## config.mk

```make
export PLATFORM = sky130hd
export DESIGN_NAME = hrt_regs
export DESIGN_NICKNAME = d
export VERILOG_FILES = /design/src/hdl/hrt_pkg.sv /design/src/hdl/hrt_fifo.sv /design/src/hdl/hrt_regs.sv
export SDC_FILE = /design/constraint.sdc
export NUM_CORES = 1
export LEC_CHECK = 0
export BUFFER_PORTS_ARGS = -buffer_cell sky130_fd_sc_hd__buf_2
export CAP_MARGIN = 15
export CORE_MARGIN = 2
export CORE_UTILIZATION = 40
export CTS_CLUSTER_SIZE = 14
export DETAILED_ROUTE_END_ITERATION = 16
export GPL_ROUTABILITY_DRIVEN = 0
export GPL_TIMING_DRIVEN = 0
export HOLD_SLACK_MARGIN = 0.03
export SLEW_MARGIN = 10
export SYNTH_ARGS = -nofsm -noshare
export SYNTH_HDL_FRONTEND = slang
export SYNTH_HIERARCHICAL = 1
export SYNTH_SLANG_ARGS = --single-unit
```

## constraint.sdc

```tcl
create_clock -name clk_i -period 2.55 [get_ports clk_i]
set_clock_uncertainty 0.2 [all_clocks]
set_input_delay 0 -clock clk_i [delete_from_list [all_inputs] [get_ports clk_i]]
set_output_delay 0 -clock clk_i [all_outputs]
set_load 0.005 [all_outputs]
```

## src/hdl/hrt_pkg.sv

```systemverilog
`default_nettype none
package hrt_pkg;

   // Register offsets on the serial control bus.
   localparam logic [7:0] OFS_DETECT_CFG       = 8'h18;
   localparam logic [7:0] OFS_TRACK_CFG        = 8'h1D;
   localparam logic [7:0] OFS_TRACK_MARGIN     = 8'h22;
   localparam logic [7:0] OFS_DETECT_PER_HI    = 8'h25;
   localparam logic [7:0] OFS_DETECT_PER_LO    = 8'h26;
   localparam logic [7:0] OFS_CONT_PER_HI      = 8'h27;
   localparam logic [7:0] OFS_CONT_PER_LO      = 8'h28;
   localparam logic [7:0] OFS_WAVE_START_HI    = 8'h2D;
   localparam logic [7:0] OFS_WAVE_START_LO    = 8'h2E;
   localparam logic [7:0] OFS_FIFO_THRESH_HI   = 8'h2F;
   localparam logic [7:0] OFS_LOW_WATER_LO     = 8'h30;
   localparam logic [7:0] OFS_HIGH_WATER_LO    = 8'h31;
   localparam logic [7:0] OFS_STREAM_ENTRY     = 8'h32;
   localparam logic [7:0] OFS_TRIGGER_INPUT_1_RISE       = 8'h33;
   localparam logic [7:0] OFS_TRIG2_RISE       = 8'h34;

   // Reset values.
   localparam logic [7:0] RST_DETECT_CFG       = 8'hE1;
   localparam logic [7:0] RST_TRACK_CFG        = 8'hFF;
   localparam logic [7:0] RST_TRACK_MARGIN     = 8'h0F;
   localparam logic [7:0] RST_PERIOD_BYTE      = 8'h00;
   localparam logic [7:0] RST_WAVE_START_HI    = 8'h38;
   localparam logic [7:0] RST_WAVE_START_LO    = 8'h00;
   localparam logic [7:0] RST_FIFO_THRESH_HI   = 8'h26;
   localparam logic [7:0] RST_LOW_WATER_LO     = 8'h00;
   localparam logic [7:0] RST_HIGH_WATER_LO    = 8'h00;
   localparam logic [7:0] RST_STREAM_ENTRY     = 8'h00;
   localparam logic [7:0] RST_TRIG_RISE        = 8'h01;
   localparam logic [7:0] RD_UNMAPPED          = 8'h00;

   // Field positions.
   localparam int DETECT_EN_BIT  = 3;
   localparam int TRACK_EN_BIT   = 7;
   localparam int RISE_EN_BIT    = 7;
   localparam int SEQ_MSB        = 6;
   localparam int AE_HI_LSB      = 4;
   localparam int AF_HI_LSB      = 0;
   localparam int HI_FIELD_W     = 4;

   // Stream buffer geometry.
   localparam int SAMPLE_W       = 8;
   localparam int STREAM_DEPTH   = 8;

   // One finished period measurement from a resonance engine.
   typedef struct packed {
      logic        done;
      logic [15:0] period;
   } hrt_meas_t;

   // One trigger pin event for the playback engine.
   typedef struct packed {
      logic       fire;
      logic       pin2;
      logic [6:0] seq;
   } hrt_trig_t;

   // Configuration handed to the engines.
   typedef struct packed {
      logic        detect_en;
      logic        track_en;
      logic [7:0]  track_margin;
      logic [11:0] wave_start;
      logic [11:0] low_water;
      logic [11:0] high_water;
   } hrt_cfg_t;

endpackage
`default_nettype wire

```

## src/hdl/hrt_fifo.sv

```systemverilog
`timescale 1ns/1ps
`default_nettype none
module hrt_fifo #(
   parameter int WIDTH = 8,
   parameter int DEPTH = 8
) (
   // Clock and reset.
   input  wire logic                       clk_i,
   input  wire logic                       sys_rst_i,
   // Fill side.
   input  wire logic                       in_valid_i,
   output logic                            in_ready_o,
   input  wire logic [WIDTH-1:0]           in_data_i,
   // Drain side.
   output logic                            out_valid_o,
   input  wire logic                       out_ready_i,
   output logic [WIDTH-1:0]                out_data_o,
   // Fill level.
   output logic [$clog2(DEPTH+1)-1:0]      level_o
);

   localparam int AW = $clog2(DEPTH);
   localparam int CW = $clog2(DEPTH+1);

   logic [WIDTH-1:0] mem_q [DEPTH];
   logic [WIDTH-1:0] mem_d [DEPTH];
   logic [AW-1:0]    wr_q, wr_d, rd_q, rd_d;
   logic [CW-1:0]    cnt_q, cnt_d;
   logic             push, pop;

   // Handshakes: full and empty come straight from the count.
   assign in_ready_o  = (cnt_q != CW'(DEPTH));
   assign out_valid_o = (cnt_q != '0);
   assign out_data_o  = mem_q[rd_q];
   assign level_o     = cnt_q;
   assign push        = in_valid_i & in_ready_o;
   assign pop         = out_valid_o & out_ready_i;

   // Next pointers, count and storage.
   always_comb
   begin
      mem_d = mem_q;
      wr_d  = wr_q;
      rd_d  = rd_q;
      cnt_d = cnt_q;
      if (push)
      begin
         mem_d[wr_q] = in_data_i;
         wr_d        = (wr_q == AW'(DEPTH-1)) ? '0 : wr_q + 1'b1;
      end
      if (pop)
         rd_d = (rd_q == AW'(DEPTH-1)) ? '0 : rd_q + 1'b1;
      if (push && !pop)
         cnt_d = cnt_q + 1'b1;
      else if (pop && !push)
         cnt_d = cnt_q - 1'b1;
   end

   // Registers.
   always_ff @(posedge clk_i)
   begin
      mem_q <= mem_d;
      if (sys_rst_i)
      begin
         wr_q  <= '0;
         rd_q  <= '0;
         cnt_q <= '0;
      end
      else
      begin
         wr_q  <= wr_d;
         rd_q  <= rd_d;
         cnt_q <= cnt_d;
      end
   end

endmodule
`default_nettype wire

```

## src/hdl/hrt_regs.sv

```systemverilog
`timescale 1ns/1ps
`default_nettype none
//////////////////////////////////////////////////////////////////////////////
//
// Contract
// Tracking margin 8 bits, resets to 15.
// Detection period readback, two RO bytes.
// Continuous period readback, two RO bytes.
// Wave start address high*256+low, high 0x08.
// Low-water threshold high*256+low, high 0x02.
// High-water threshold high*256+low, high 0x06.
// Stream entry writes push into FIFO.
// Trigger 1 rise enable and sequence.
// Trigger 2 rise enable and sequence.
// Detection period updates only while detection enabled.
// Tracking period updates only while tracking enabled.
// Period readbacks hold until next measurement.
module hrt_regs
   import hrt_pkg::*;
#(
   parameter int DEPTH = STREAM_DEPTH
) (
   // Clock and reset.
   input  wire logic                 clk_i,
   input  wire logic                 sys_rst_i,
   // Register access from the serial bus front end.
   input  wire logic                 reg_wr_i,
   input  wire logic                 reg_rd_i,
   input  wire logic [7:0]           reg_addr_i,
   input  wire logic [7:0]           reg_wdata_i,
   output logic [7:0]                reg_rdata_o,
   output logic                      stream_ready_o,
   // Measurements from the resonance engines.
   input  wire hrt_meas_t            detect_meas_i,
   input  wire hrt_meas_t            track_meas_i,
   // Trigger pins.
   input  wire logic                 trigger_input_1_i,
   input  wire logic                 trigger_input_2_i,
   // Playback engine side.
   output hrt_cfg_t                  cfg_o,
   output hrt_trig_t                 trig_o,
   output logic                      sample_valid_o,
   input  wire logic                 sample_ready_i,
   output logic [SAMPLE_W-1:0]       sample_data_o,
   output logic                      low_water_o,
   output logic                      high_water_o
);

   localparam int LW = $clog2(DEPTH+1);

   // Decodes a write strobe for one register offset.
   function automatic logic wr_hit(input logic we, input logic [7:0] a,
                                   input logic [7:0] ofs);
      return we && (a == ofs);
   endfunction

   //////////////////////////////////////////////////////////////////////////
   // Register state.

   logic [7:0]  detect_cfg_q,   detect_cfg_d;
   logic [7:0]  track_cfg_q,    track_cfg_d;
   logic [7:0]  margin_q,       margin_d;
   logic [15:0] det_per_q,      det_per_d;
   logic [15:0] cont_per_q,     cont_per_d;
   logic [7:0]  start_hi_q,     start_hi_d;
   logic [7:0]  start_lo_q,     start_lo_d;
   logic [7:0]  thresh_hi_q,    thresh_hi_d;
   logic [7:0]  low_water_lo_q, low_water_lo_d;
   logic [7:0]  high_water_lo_q, high_water_lo_d;
   logic [7:0]  entry_q,        entry_d;
   logic [7:0]  trigger_input_1_q,        trigger_input_1_d;
   logic [7:0]  trig2_q,        trig2_d;
   logic [7:0]  rdata_q,        rdata_d;

   logic             entry_push;
   logic [LW-1:0]    level;

   // Next values of the software registers and readbacks.
   always_comb
   begin
      detect_cfg_d    = detect_cfg_q;
      track_cfg_d     = track_cfg_q;
      margin_d        = margin_q;
      det_per_d       = det_per_q;
      cont_per_d      = cont_per_q;
      start_hi_d      = start_hi_q;
      start_lo_d      = start_lo_q;
      thresh_hi_d     = thresh_hi_q;
      low_water_lo_d  = low_water_lo_q;
      high_water_lo_d = high_water_lo_q;
      entry_d         = entry_q;
      trigger_input_1_d         = trigger_input_1_q;
      trig2_d         = trig2_q;
      if (wr_hit(reg_wr_i, reg_addr_i, OFS_DETECT_CFG))
         detect_cfg_d = reg_wdata_i;
      if (wr_hit(reg_wr_i, reg_addr_i, OFS_TRACK_CFG))
         track_cfg_d = reg_wdata_i;
      if (wr_hit(reg_wr_i, reg_addr_i, OFS_TRACK_MARGIN))
         margin_d = reg_wdata_i;
      if (wr_hit(reg_wr_i, reg_addr_i, OFS_WAVE_START_HI))
         start_hi_d = reg_wdata_i;
      if (wr_hit(reg_wr_i, reg_addr_i, OFS_WAVE_START_LO))
         start_lo_d = reg_wdata_i;
      if (wr_hit(reg_wr_i, reg_addr_i, OFS_FIFO_THRESH_HI))
         thresh_hi_d = reg_wdata_i;
      if (wr_hit(reg_wr_i, reg_addr_i, OFS_LOW_WATER_LO))
         low_water_lo_d = reg_wdata_i;
      if (wr_hit(reg_wr_i, reg_addr_i, OFS_HIGH_WATER_LO))
         high_water_lo_d = reg_wdata_i;
      if (wr_hit(reg_wr_i, reg_addr_i, OFS_STREAM_ENTRY))
         entry_d = reg_wdata_i;
      if (wr_hit(reg_wr_i, reg_addr_i, OFS_TRIGGER_INPUT_1_RISE))
         trigger_input_1_d = reg_wdata_i;
      if (wr_hit(reg_wr_i, reg_addr_i, OFS_TRIG2_RISE))
         trig2_d = reg_wdata_i;
      // Readbacks change only when a finished measurement arrives.
      if (detect_meas_i.done && detect_cfg_q[DETECT_EN_BIT])
         det_per_d = detect_meas_i.period;
      if (track_meas_i.done && track_cfg_q[TRACK_EN_BIT])
         cont_per_d = track_meas_i.period;
   end

   // Read data mux; writes to read-only bytes are ignored.
   always_comb
   begin
      rdata_d = rdata_q;
      if (reg_rd_i)
      begin
         case (reg_addr_i)
            OFS_DETECT_CFG:     rdata_d = detect_cfg_q;
            OFS_TRACK_CFG:      rdata_d = track_cfg_q;
            OFS_TRACK_MARGIN:   rdata_d = margin_q;
            OFS_DETECT_PER_HI:  rdata_d = det_per_q[15:8];
            OFS_DETECT_PER_LO:  rdata_d = det_per_q[7:0];
            OFS_CONT_PER_HI:    rdata_d = cont_per_q[15:8];
            OFS_CONT_PER_LO:    rdata_d = cont_per_q[7:0];
            OFS_WAVE_START_HI:  rdata_d = start_hi_q;
            OFS_WAVE_START_LO:  rdata_d = start_lo_q;
            OFS_FIFO_THRESH_HI: rdata_d = thresh_hi_q;
            OFS_LOW_WATER_LO:   rdata_d = low_water_lo_q;
            OFS_HIGH_WATER_LO:  rdata_d = high_water_lo_q;
            OFS_STREAM_ENTRY:   rdata_d = entry_q;
            OFS_TRIGGER_INPUT_1_RISE:     rdata_d = trigger_input_1_q;
            OFS_TRIG2_RISE:     rdata_d = trig2_q;
            default:            rdata_d = RD_UNMAPPED;
         endcase
      end
   end

   // Register storage.
   always_ff @(posedge clk_i)
   begin
      if (sys_rst_i)
      begin
         detect_cfg_q    <= RST_DETECT_CFG;
         track_cfg_q     <= RST_TRACK_CFG;
         margin_q        <= RST_TRACK_MARGIN;
         det_per_q       <= {RST_PERIOD_BYTE, RST_PERIOD_BYTE};
         cont_per_q      <= {RST_PERIOD_BYTE, RST_PERIOD_BYTE};
         start_hi_q      <= RST_WAVE_START_HI;
         start_lo_q      <= RST_WAVE_START_LO;
         thresh_hi_q     <= RST_FIFO_THRESH_HI;
         low_water_lo_q  <= RST_LOW_WATER_LO;
         high_water_lo_q <= RST_HIGH_WATER_LO;
         entry_q         <= RST_STREAM_ENTRY;
         trigger_input_1_q         <= RST_TRIG_RISE;
         trig2_q         <= RST_TRIG_RISE;
         rdata_q         <= RD_UNMAPPED;
      end
      else
      begin
         detect_cfg_q    <= detect_cfg_d;
         track_cfg_q     <= track_cfg_d;
         margin_q        <= margin_d;
         det_per_q       <= det_per_d;
         cont_per_q      <= cont_per_d;
         start_hi_q      <= start_hi_d;
         start_lo_q      <= start_lo_d;
         thresh_hi_q     <= thresh_hi_d;
         low_water_lo_q  <= low_water_lo_d;
         high_water_lo_q <= high_water_lo_d;
         entry_q         <= entry_d;
         trigger_input_1_q         <= trigger_input_1_d;
         trig2_q         <= trig2_d;
         rdata_q         <= rdata_d;
      end
   end

   assign reg_rdata_o = rdata_q;

   // Configuration fields handed to the engines.
   always_comb
   begin
      cfg_o.detect_en    = detect_cfg_q[DETECT_EN_BIT];
      cfg_o.track_en     = track_cfg_q[TRACK_EN_BIT];
      cfg_o.track_margin = margin_q;
      cfg_o.wave_start   = {start_hi_q[HI_FIELD_W-1:0], start_lo_q};
      cfg_o.low_water    = {thresh_hi_q[AE_HI_LSB +: HI_FIELD_W],
                            low_water_lo_q};
      cfg_o.high_water   = {thresh_hi_q[AF_HI_LSB +: HI_FIELD_W],
                            high_water_lo_q};
   end

   //////////////////////////////////////////////////////////////////////////
   // Stream path: each entry write made while the FIFO has room becomes one FIFO push; writes to a full FIFO are dropped.

   assign entry_push = wr_hit(reg_wr_i, reg_addr_i, OFS_STREAM_ENTRY);

   hrt_fifo #(
      .WIDTH (SAMPLE_W),
      .DEPTH (DEPTH)
   ) u_fifo (
      .clk_i       (clk_i),
      .sys_rst_i   (sys_rst_i),
      .in_valid_i  (entry_push),
      .in_ready_o  (stream_ready_o),
      .in_data_i   (reg_wdata_i),
      .out_valid_o (sample_valid_o),
      .out_ready_i (sample_ready_i),
      .out_data_o  (sample_data_o),
      .level_o     (level)
   );

   // Water marks compare the fill level against the thresholds.
   always_comb
   begin
      low_water_o  = (12'(level) <= cfg_o.low_water);
      high_water_o = (12'(level) >= cfg_o.high_water);
   end

   //////////////////////////////////////////////////////////////////////////
   // Trigger pins: two-flop synchronisers, then rising-edge detection.

   logic [1:0] pin_meta_q, pin_meta_d;
   logic [1:0] pin_sync_q, pin_sync_d;
   logic [1:0] pin_prev_q, pin_prev_d;
   hrt_trig_t  trig_q,     trig_d;
   logic [1:0] rise;

   // Next values of the synchronisers and the trigger event.
   always_comb
   begin
      pin_meta_d = {trigger_input_2_i, trigger_input_1_i};
      pin_sync_d = pin_meta_q;
      pin_prev_d = pin_sync_q;
      rise       = pin_sync_q & ~pin_prev_q;
      trig_d     = '0;
      // Pin 1 wins when both pins rise in the same cycle with both rise enables set.
      if (rise[0] && trigger_input_1_q[RISE_EN_BIT])
      begin
         trig_d.fire = 1'b1;
         trig_d.seq  = trigger_input_1_q[SEQ_MSB:0];
      end
      else if (rise[1] && trig2_q[RISE_EN_BIT])
      begin
         trig_d.fire = 1'b1;
         trig_d.pin2 = 1'b1;
         trig_d.seq  = trig2_q[SEQ_MSB:0];
      end
   end

   // Synchroniser and event registers; edge history starts low.
   always_ff @(posedge clk_i)
   begin
      if (sys_rst_i)
      begin
         pin_meta_q <= '0;
         pin_sync_q <= '0;
         pin_prev_q <= '0;
         trig_q     <= '0;
      end
      else
      begin
         pin_meta_q <= pin_meta_d;
         pin_sync_q <= pin_sync_d;
         pin_prev_q <= pin_prev_d;
         trig_q     <= trig_d;
      end
   end

   assign trig_o = trig_q;

endmodule
`default_nettype wire

```

==> impl_metrics.env, run 1 <==
export IMPL_synth_common_cells="153 x dfxtp_1, 130 x nand2_1, 76 x nor2_1"
export IMPL_slowest_delay_ps=590
export IMPL_finalWorstSetupSlack_ps=-32.7
export IMPL_synth_cell_types=76
export IMPL_slew_violations=0
export IMPL_rr_startpoint="u_fifo/level_o[2]"
export IMPL_worstMarginPinSlew_ps=819
export IMPL_rrSetupSlack_ps=-30
export IMPL_required_ps=2760
export IMPL_hold_ws_ps=56.8
export IMPL_fmax_mhz=387
export IMPL_seq_area_frac_synth_pct=51.8
export IMPL_path_delay_family="simple AND/OR/NAND/NOR gates"
export IMPL_hp_start="reg_addr_i[4]"
export IMPL_placement_io_buffers=130
export IMPL_crit_buf_inv=2
export IMPL_global_route_usage_total_pct=23.6
export IMPL_met2_usage_pct=38.8
export IMPL_setup_violations=1
export IMPL_grt_pass1_wl_mm=46.5
export IMPL_vias_per_cell=5.41
export IMPL_wl_per_cell_um=20.4
export IMPL_synth_top_cell_area_share_pct=31.8
export IMPL_core_mm2=0.0235
export IMPL_synthFlopType="dfxtp_1"
export IMPL_path_clk_slew_ps=60
export IMPL_clock_sinks=217
export IMPL_grt_antenna_before_repair=0
export IMPL_ir_drop_mv=0.358
export IMPL_ys_seq_elements=217
export IMPL_status="finished, violations left"
export IMPL_cts_tree="built"
export IMPL_gr_total_overflow=0
export IMPL_period_needed_ps=2580
export IMPL_arrival_ps=2800
export IMPL_cts_made_buffers=25
export IMPL_hold_viol=0
export IMPL_violations="negative setup slack"
export IMPL_area_growth_syn_to_layout_pct=32.3
export IMPL_crit_fanout=4
export IMPL_die_h_um=159
export IMPL_rows=56
export IMPL_drt_iter0_drc=688
export IMPL_grtUsageMet3_pct=4.12
export IMPL_yosysMostFrequentCell="dfxtp_1"
export IMPL_powerDensity_mw_per_mm2=677
export IMPL_hp_class="primary input to flop"
export IMPL_grt_pass1_vias=7950
export IMPL_cts_root_buf="clkbuf_16"
export IMPL_crit_chain="or4b_4, nand2_8, inv_4, ha_4, inv_4, ha_4, a21oi_4, a211oi_2, a31oi_1, mux2_2"
export IMPL_wl_mm=30.6
export IMPL_startpoint_type="flop"
export IMPL_num_vias=8117
export IMPL_reg2reg_to="u_fifo/level_o[3]"
export IMPL_ys_top_cells_by_area="dfxtp_1 32%, edfxtp_1 20%, mux2i_1 7.7%, nand2_1 5.1%, nor2_1 3.0%"
export IMPL_synthArstFlopShare_pct=0
export IMPL_syn_avg_cell_area_um2=10.7
export IMPL_syn_inst=896
export IMPL_die_w_um=159
export IMPL_synth_top_cell_by_area="dfxtp_1"
export IMPL_max_slew_margin_rel_pct=44.7
export IMPL_busiest_layer="met2"
export IMPL_layout_nets=1236
export IMPL_grt_max_degree=16
export IMPL_cts_max_path_buffers=3
export IMPL_diodes=0
export IMPL_syn_area_mm2=0.00962
export IMPL_drive_gt1_share_pct=23.4
export IMPL_fin_crit_sh_pct=101
export IMPL_drt_pass1_iterations=5
export IMPL_crit_path_end_kind="flop"
export IMPL_min_path_cells=6
export IMPL_grt_util_met1_pct=31.3
export IMPL_layout_cells_non_filler=1500
export IMPL_worstSetupPathType="flop to flop"
export IMPL_p_leak_nw=5.28
export IMPL_drv_cap=0
export IMPL_antenna_left=0
export IMPL_hpwl_mm=21.2
export IMPL_boundaryPins=132
export IMPL_min_to="track_cfg_q[4]"
export IMPL_yosysWarningCount=6
export IMPL_cpMaxStageDelayCell="or4b_4"
export IMPL_h_tree_depth=1
export IMPL_die_area_mm2=0.0253
export IMPL_drc=0
export IMPL_clock_latency_ps=530
export IMPL_initial_utilization_pct=40.9
export IMPL_r2r_cells=10
export IMPL_dp_cells=1347
export IMPL_synth_edf_count=64
export IMPL_syn_num_nets=969
export IMPL_rsz0062_at_grt="yes"
export IMPL_fill_cells=2095
tightest hold or removal path: stages:
cell and delay [ps]:
buf_2 150, or3b_1 210, nor3b_1 80, nand2_1 160
mux2i_1 100, nand2_1 60
registers in the layout (all words and copies together), names as in the netlist, 4 cells and up:
signal,cells
start_hi_q,8
trig2_q,8
high_water_lo_q,8
trigger_input_1_q,8
entry_q,8
thresh_hi_q,8
reg_rdata_o,8
detect_cfg_q,8
u_fifo/mem_q,64
trig_o,9
track_cfg_q,8
start_lo_q,8
cont_per_q,16
u_fifo/level_o,4
det_per_q,16
low_water_lo_q,8
margin_q,8
metal layers:
metal	routed length [µm]	part of all wire [%]
met5	0	0
met4	1050	3.4
met1	13100	43
met2	14400	47
met3	2070	6.8
cells by family (layout without fill, tap and decap cells):
family          Yosys count  in the layout  share of synthesized area, %
xor+xnor                  2              2                         0.182
compound gates          159            159                          11.3
buf+inv                  84            369                          4.77
fa+ha+maj                16             16                          2.16
simple gates            309            309                          15.2
flops                   217            217                          51.8
mux                     109            109                          14.5
worst max path at each step:
| stage | from | to | slack [ps] | depth (start not counted) |
|---|---|---|---|---|
| final | u_fifo/level_o[2] | u_fifo/level_o[3] | -30 | 10 |
| after global routing | u_fifo/level_o[2] | u_fifo/level_o[3] | -120 | 10 |
| after CTS | u_fifo/level_o[1] | u_fifo/level_o[3] | -40 | 10 |
| after detailed placement | reg_addr_i[4] | u_fifo/level_o[3] | -390 | 16 |
| after global placement | reg_addr_i[4] | u_fifo/mem_q[58] | -740 | 9 |
| after floorplan | u_fifo/level_o[2] | u_fifo/level_o[3] | 20 | 10 |
cells in the final DEF (no fill, tap or decap), drive strengths merged, types with 3 or more instances in the layout:
cell,instances
nand4,6
mux2i,74
mux2,17
nand2b,4
nand3b,4
nor2,78
a221oi,4
a211oi,5
nor4,5
nor3b,8
clkbuf,74
dlygate4sd3,103
nand2,132
a22oi,20
o21a,3
mux4,18
and3,11
o211ai,12
dfxtp,153
o22ai,9
a21oi,52
ha,15
nor3,4
inv,18
nand3,22
edfxtp,64
buf,169
clkinv,3
o21ai,11
a22o,15
a31oi,4
a32oi,10
and2,8
nor2b,14
where the power goes:
part,switching (mW),leakage (nW),total [mW],internal [mW]
logic,0.669,3.06,1.41,0.745
registers,0.0646,1.82,3.68,3.62
clock network,1.40,0.402,3.52,2.12
metrics by stage:
step	instance area (µm²)	setup slack, ps	total power [mW]	utilization, %	TNS (ps)
final	12700	-32.7	8.62	54.1	-32.7
after CTS	12700	-43.8	8.64	53.9	-43.8
after detailed placement	10800	-387	4.97	45.7	-6800
after global placement	10700	-741	4.94	45.6	-25060
after floorplan	9680	16.7	4.60	-	0
after global routing	12700	-116	8.96	54.1	-116
area by class of cell:
class,instances,area (µm²),share of cell area (%)
clock buffer,39,748,5.88
multi-input combinational,595,4300,33.8
tap,319,399,3.14
clock inverter,6,72.6,0.570
inverter,17,68.8,0.541
timing repair buffer,243,1760,13.8
buffer,64,392,3.08
sequential,217,4990,39.2
repair_timing:
action / in CTS / in global routing
hold buffers: 103 / 0
pin swaps: 3 / 6
endpoints found under the setup margin: 9 / 15
endpoints found under the hold margin: 172 / 0
gates resized for setup: 8 / 5
buffers inserted: 5 / 3
(Power assumes the default switching activity.)
==> run 2: changes to the inputs <==
- BUFFER_PORTS_ARGS: -buffer_cell sky130_fd_sc_hd__buf_2 -> not set
- CTS_CLUSTER_DIAMETER: not set -> 40
- DONT_BUFFER_PORTS: not set -> 1
==> run 2 against run 1 <==
Against the previous run:
- the flow still finishes with violations (negative setup slack)
- combinational power fell by 4%
- design area fell by 3.8%
- clock-buffer cell count down 6
- sequential power about the same
- register-to-register slack about the same
- total power up 2.0%
- highest routed layer unchanged
==> impl_metrics.env, run 2 (synthesis gave the netlist of run 1 again) <==
export IMPL_hp_start="reg_addr_i[4]"
export IMPL_antenna_left=0
export IMPL_tns_ps=-42.2
export IMPL_min_path_cells=5
export IMPL_final_common_cell="dfxtp_1"
export IMPL_cts_root_buf="clkbuf_16"
export IMPL_rrSetupSlack_ps=-40
export IMPL_rsz0062_at_grt="yes"
export IMPL_ir_drop_mv=0.536
export IMPL_cts_made_buffers=26
export IMPL_die_w_um=159
export IMPL_clock_sinks=217
export IMPL_sw_frac_of_total_pct=25.3
export IMPL_path_clk_slew_ps=60
export IMPL_max_slew_margin_rel_pct=47.7
export IMPL_hold_viol=0
export IMPL_h_tree_depth=1
export IMPL_startpoint="u_fifo/level_o[2]"
export IMPL_drc=0
export IMPL_global_route_usage_total_pct=23.7
export IMPL_cts_max_path_buffers=3
export IMPL_diodes=0
export IMPL_wl_per_cell_um=22.4
export IMPL_required_ps=2770
export IMPL_cts_tree="built"
export IMPL_layout_nets=1119
export IMPL_drive_gt1_share_pct=14.6
export IMPL_setup_violations=1
export IMPL_slew_violations=0
export IMPL_met2_usage_pct=39.1
export IMPL_vias_per_cell=5.63
export IMPL_r2r_cells=10
export IMPL_grt_max_degree=16
export IMPL_crit_path_end_kind="flop"
export IMPL_fin_total_pwr_mw=8.80
export IMPL_internal_power_mw=6.57
export IMPL_wl_mm=30.9
export IMPL_cpMaxStageDelayCell="or4b_4"
export IMPL_grt_pass1_wl_mm=46.4
export IMPL_hpwl_mm=21.0
export IMPL_arrival_ps=2810
export IMPL_core_mm2=0.0235
export IMPL_top_regs="u_fifo/mem_q: 64 flops, cont_per_q: 16 flops, det_per_q: 16 flops"
export IMPL_status="finished, violations left"
export IMPL_most_common_layout_cells="149 x dfxtp_1, 129 x nand2_1, 113 x dlygate4sd3_1, 74 x nor2_1, 74 x mux2i_1"
export IMPL_largest_register="u_fifo/mem_q"
export IMPL_area_growth_syn_to_layout_pct=27.3
export IMPL_power_net_switching_mw=2.23
export IMPL_violations="negative setup slack"
export IMPL_fmax_mhz=386
export IMPL_grt_util_met1_pct=30.4
export IMPL_p_comb_share_pct=15.4
export IMPL_powerDensity_mw_per_mm2=718
export IMPL_placement_io_buffers=0
export IMPL_worstMarginPinSlew_ps=781
export IMPL_die_area_mm2=0.0253
export IMPL_startpoint_type="flop"
export IMPL_clkPwrFrac_pct=42.7
export IMPL_clock_latency_ps=550
export IMPL_grt_antenna_before_repair=0
export IMPL_crit_top_cell="ha_4"
export IMPL_drt_iter0_drc=688
export IMPL_p_seq_share_pct=41.8
export IMPL_crit_fanout=4
export IMPL_grtUsageMet3_pct=5.99
export IMPL_p_leak_nw=4.70
export IMPL_initial_utilization_pct=40.9
export IMPL_finalWorstSetupSlack_ps=-42.2
export IMPL_slowest_delay_ps=590
export IMPL_rows=56
export IMPL_grt_pass1_vias=7564
export IMPL_num_vias=7798
export IMPL_boundaryPins=132
export IMPL_worstSetupPathType="flop to flop"
export IMPL_drt_pass1_iterations=5
export IMPL_period_needed_ps=2590
export IMPL_fin_crit_sh_pct=102
export IMPL_rr_startpoint="u_fifo/level_o[2]"
export IMPL_largest_reg_flops=64
export IMPL_crit_chain="or4b_4, nand2_8, inv_8, ha_4, inv_4, ha_4, a21oi_4, a211oi_2, a31oi_1, mux2_2"
export IMPL_hp_class="primary input to flop"
export IMPL_drv_cap=0
export IMPL_busiest_layer="met2"
export IMPL_gr_total_overflow=0
export IMPL_die_h_um=159
export IMPL_place_ws_ps=-283
[run 2: changes by cell type in the layout (fill, tap and decap cells not counted), moves of 2 or more]
cell           previous run  this run
clkbuf_16                25        27
inv_8                     0         2
dlygate4sd3_1           103       113
inv_6                     0         2
clkbuf_1                 36        32
buf_2                   143        13
clkbuf_8                 12         8
clkinvlp_4                1         3
[run 2: worst paths after layout]
check | to
worst max-delay path | u_fifo/level_o[3]
worst max register to register | u_fifo/level_o[3]
worst min-delay path | reg_rdata_o[6]
worst min register to register | pin_prev_d[0]
[run 2: through the flow]
step           hold WS [ps]  area, µm²  utilization, %  instances
3_5_place_dp           -110      10100            43.0       1217
2_1_floorplan          -121       9680               -        896
4_1_cts                -264      12200            51.9       1383
3_3_place_gp           -115      10100            42.8       1215
6_report               53.0      12300            52.0       1384
5_1_grt                61.8      12300            52.0       1384
[run 2: layout make-up]
class,instances,area [µm²]
fill,2099,11300
sequential,217,4990
multi-input combinational,595,4280
timing repair buffer,124,1220
clock buffer,33,729
tap,319,399
buffer,65,395
clock inverter,14,159
inverter,17,73.8
[run 2: power by group through the flow]
stage	Combinational, mW	Sequential [mW]	Clock (mW)
after floorplan	0.861	3.74	0
after global placement	1.05	3.77	0
after detailed placement	1.07	3.77	0
after CTS	1.32	3.68	3.82
after global routing	1.48	3.69	3.98
final	1.35	3.68	3.76
[run 2: worst max-delay path: cells and delay by family, from the launching register on]
family | cells | cell delay, ps
adder cells (fa/ha/maj) | 2 | 360
AO/OA/AOI/OAI | 3 | 420
flip-flops | 1 | 350
multiplexers | 1 | 350
buffers and inverters | 2 | 90
AND/OR/NAND/NOR | 2 | 690
[run 2: timing repair]
action / in CTS / in global routing
pin swaps: 6 / 6
hold endpoints to repair: 215 / 6
gates resized for setup: 10 / 7
setup endpoints to repair: 1 / 65
hold buffers: 112 / 2
setup buffers: 7 / 1
[run 2: per-layer routing]
| layer | wire, µm | vias to the layer above | share of wire (%) |
|---|---|---|---|
| met3 | 2490 | 75 | 8.1 |
| met1 | 12900 | 3790 | 42 |
| li1 | - | 3571 | - |
| met4 | 1130 | 0 | 3.7 |
| met2 | 14500 | 362 | 47 |
| met5 | 0 | - | 0 |
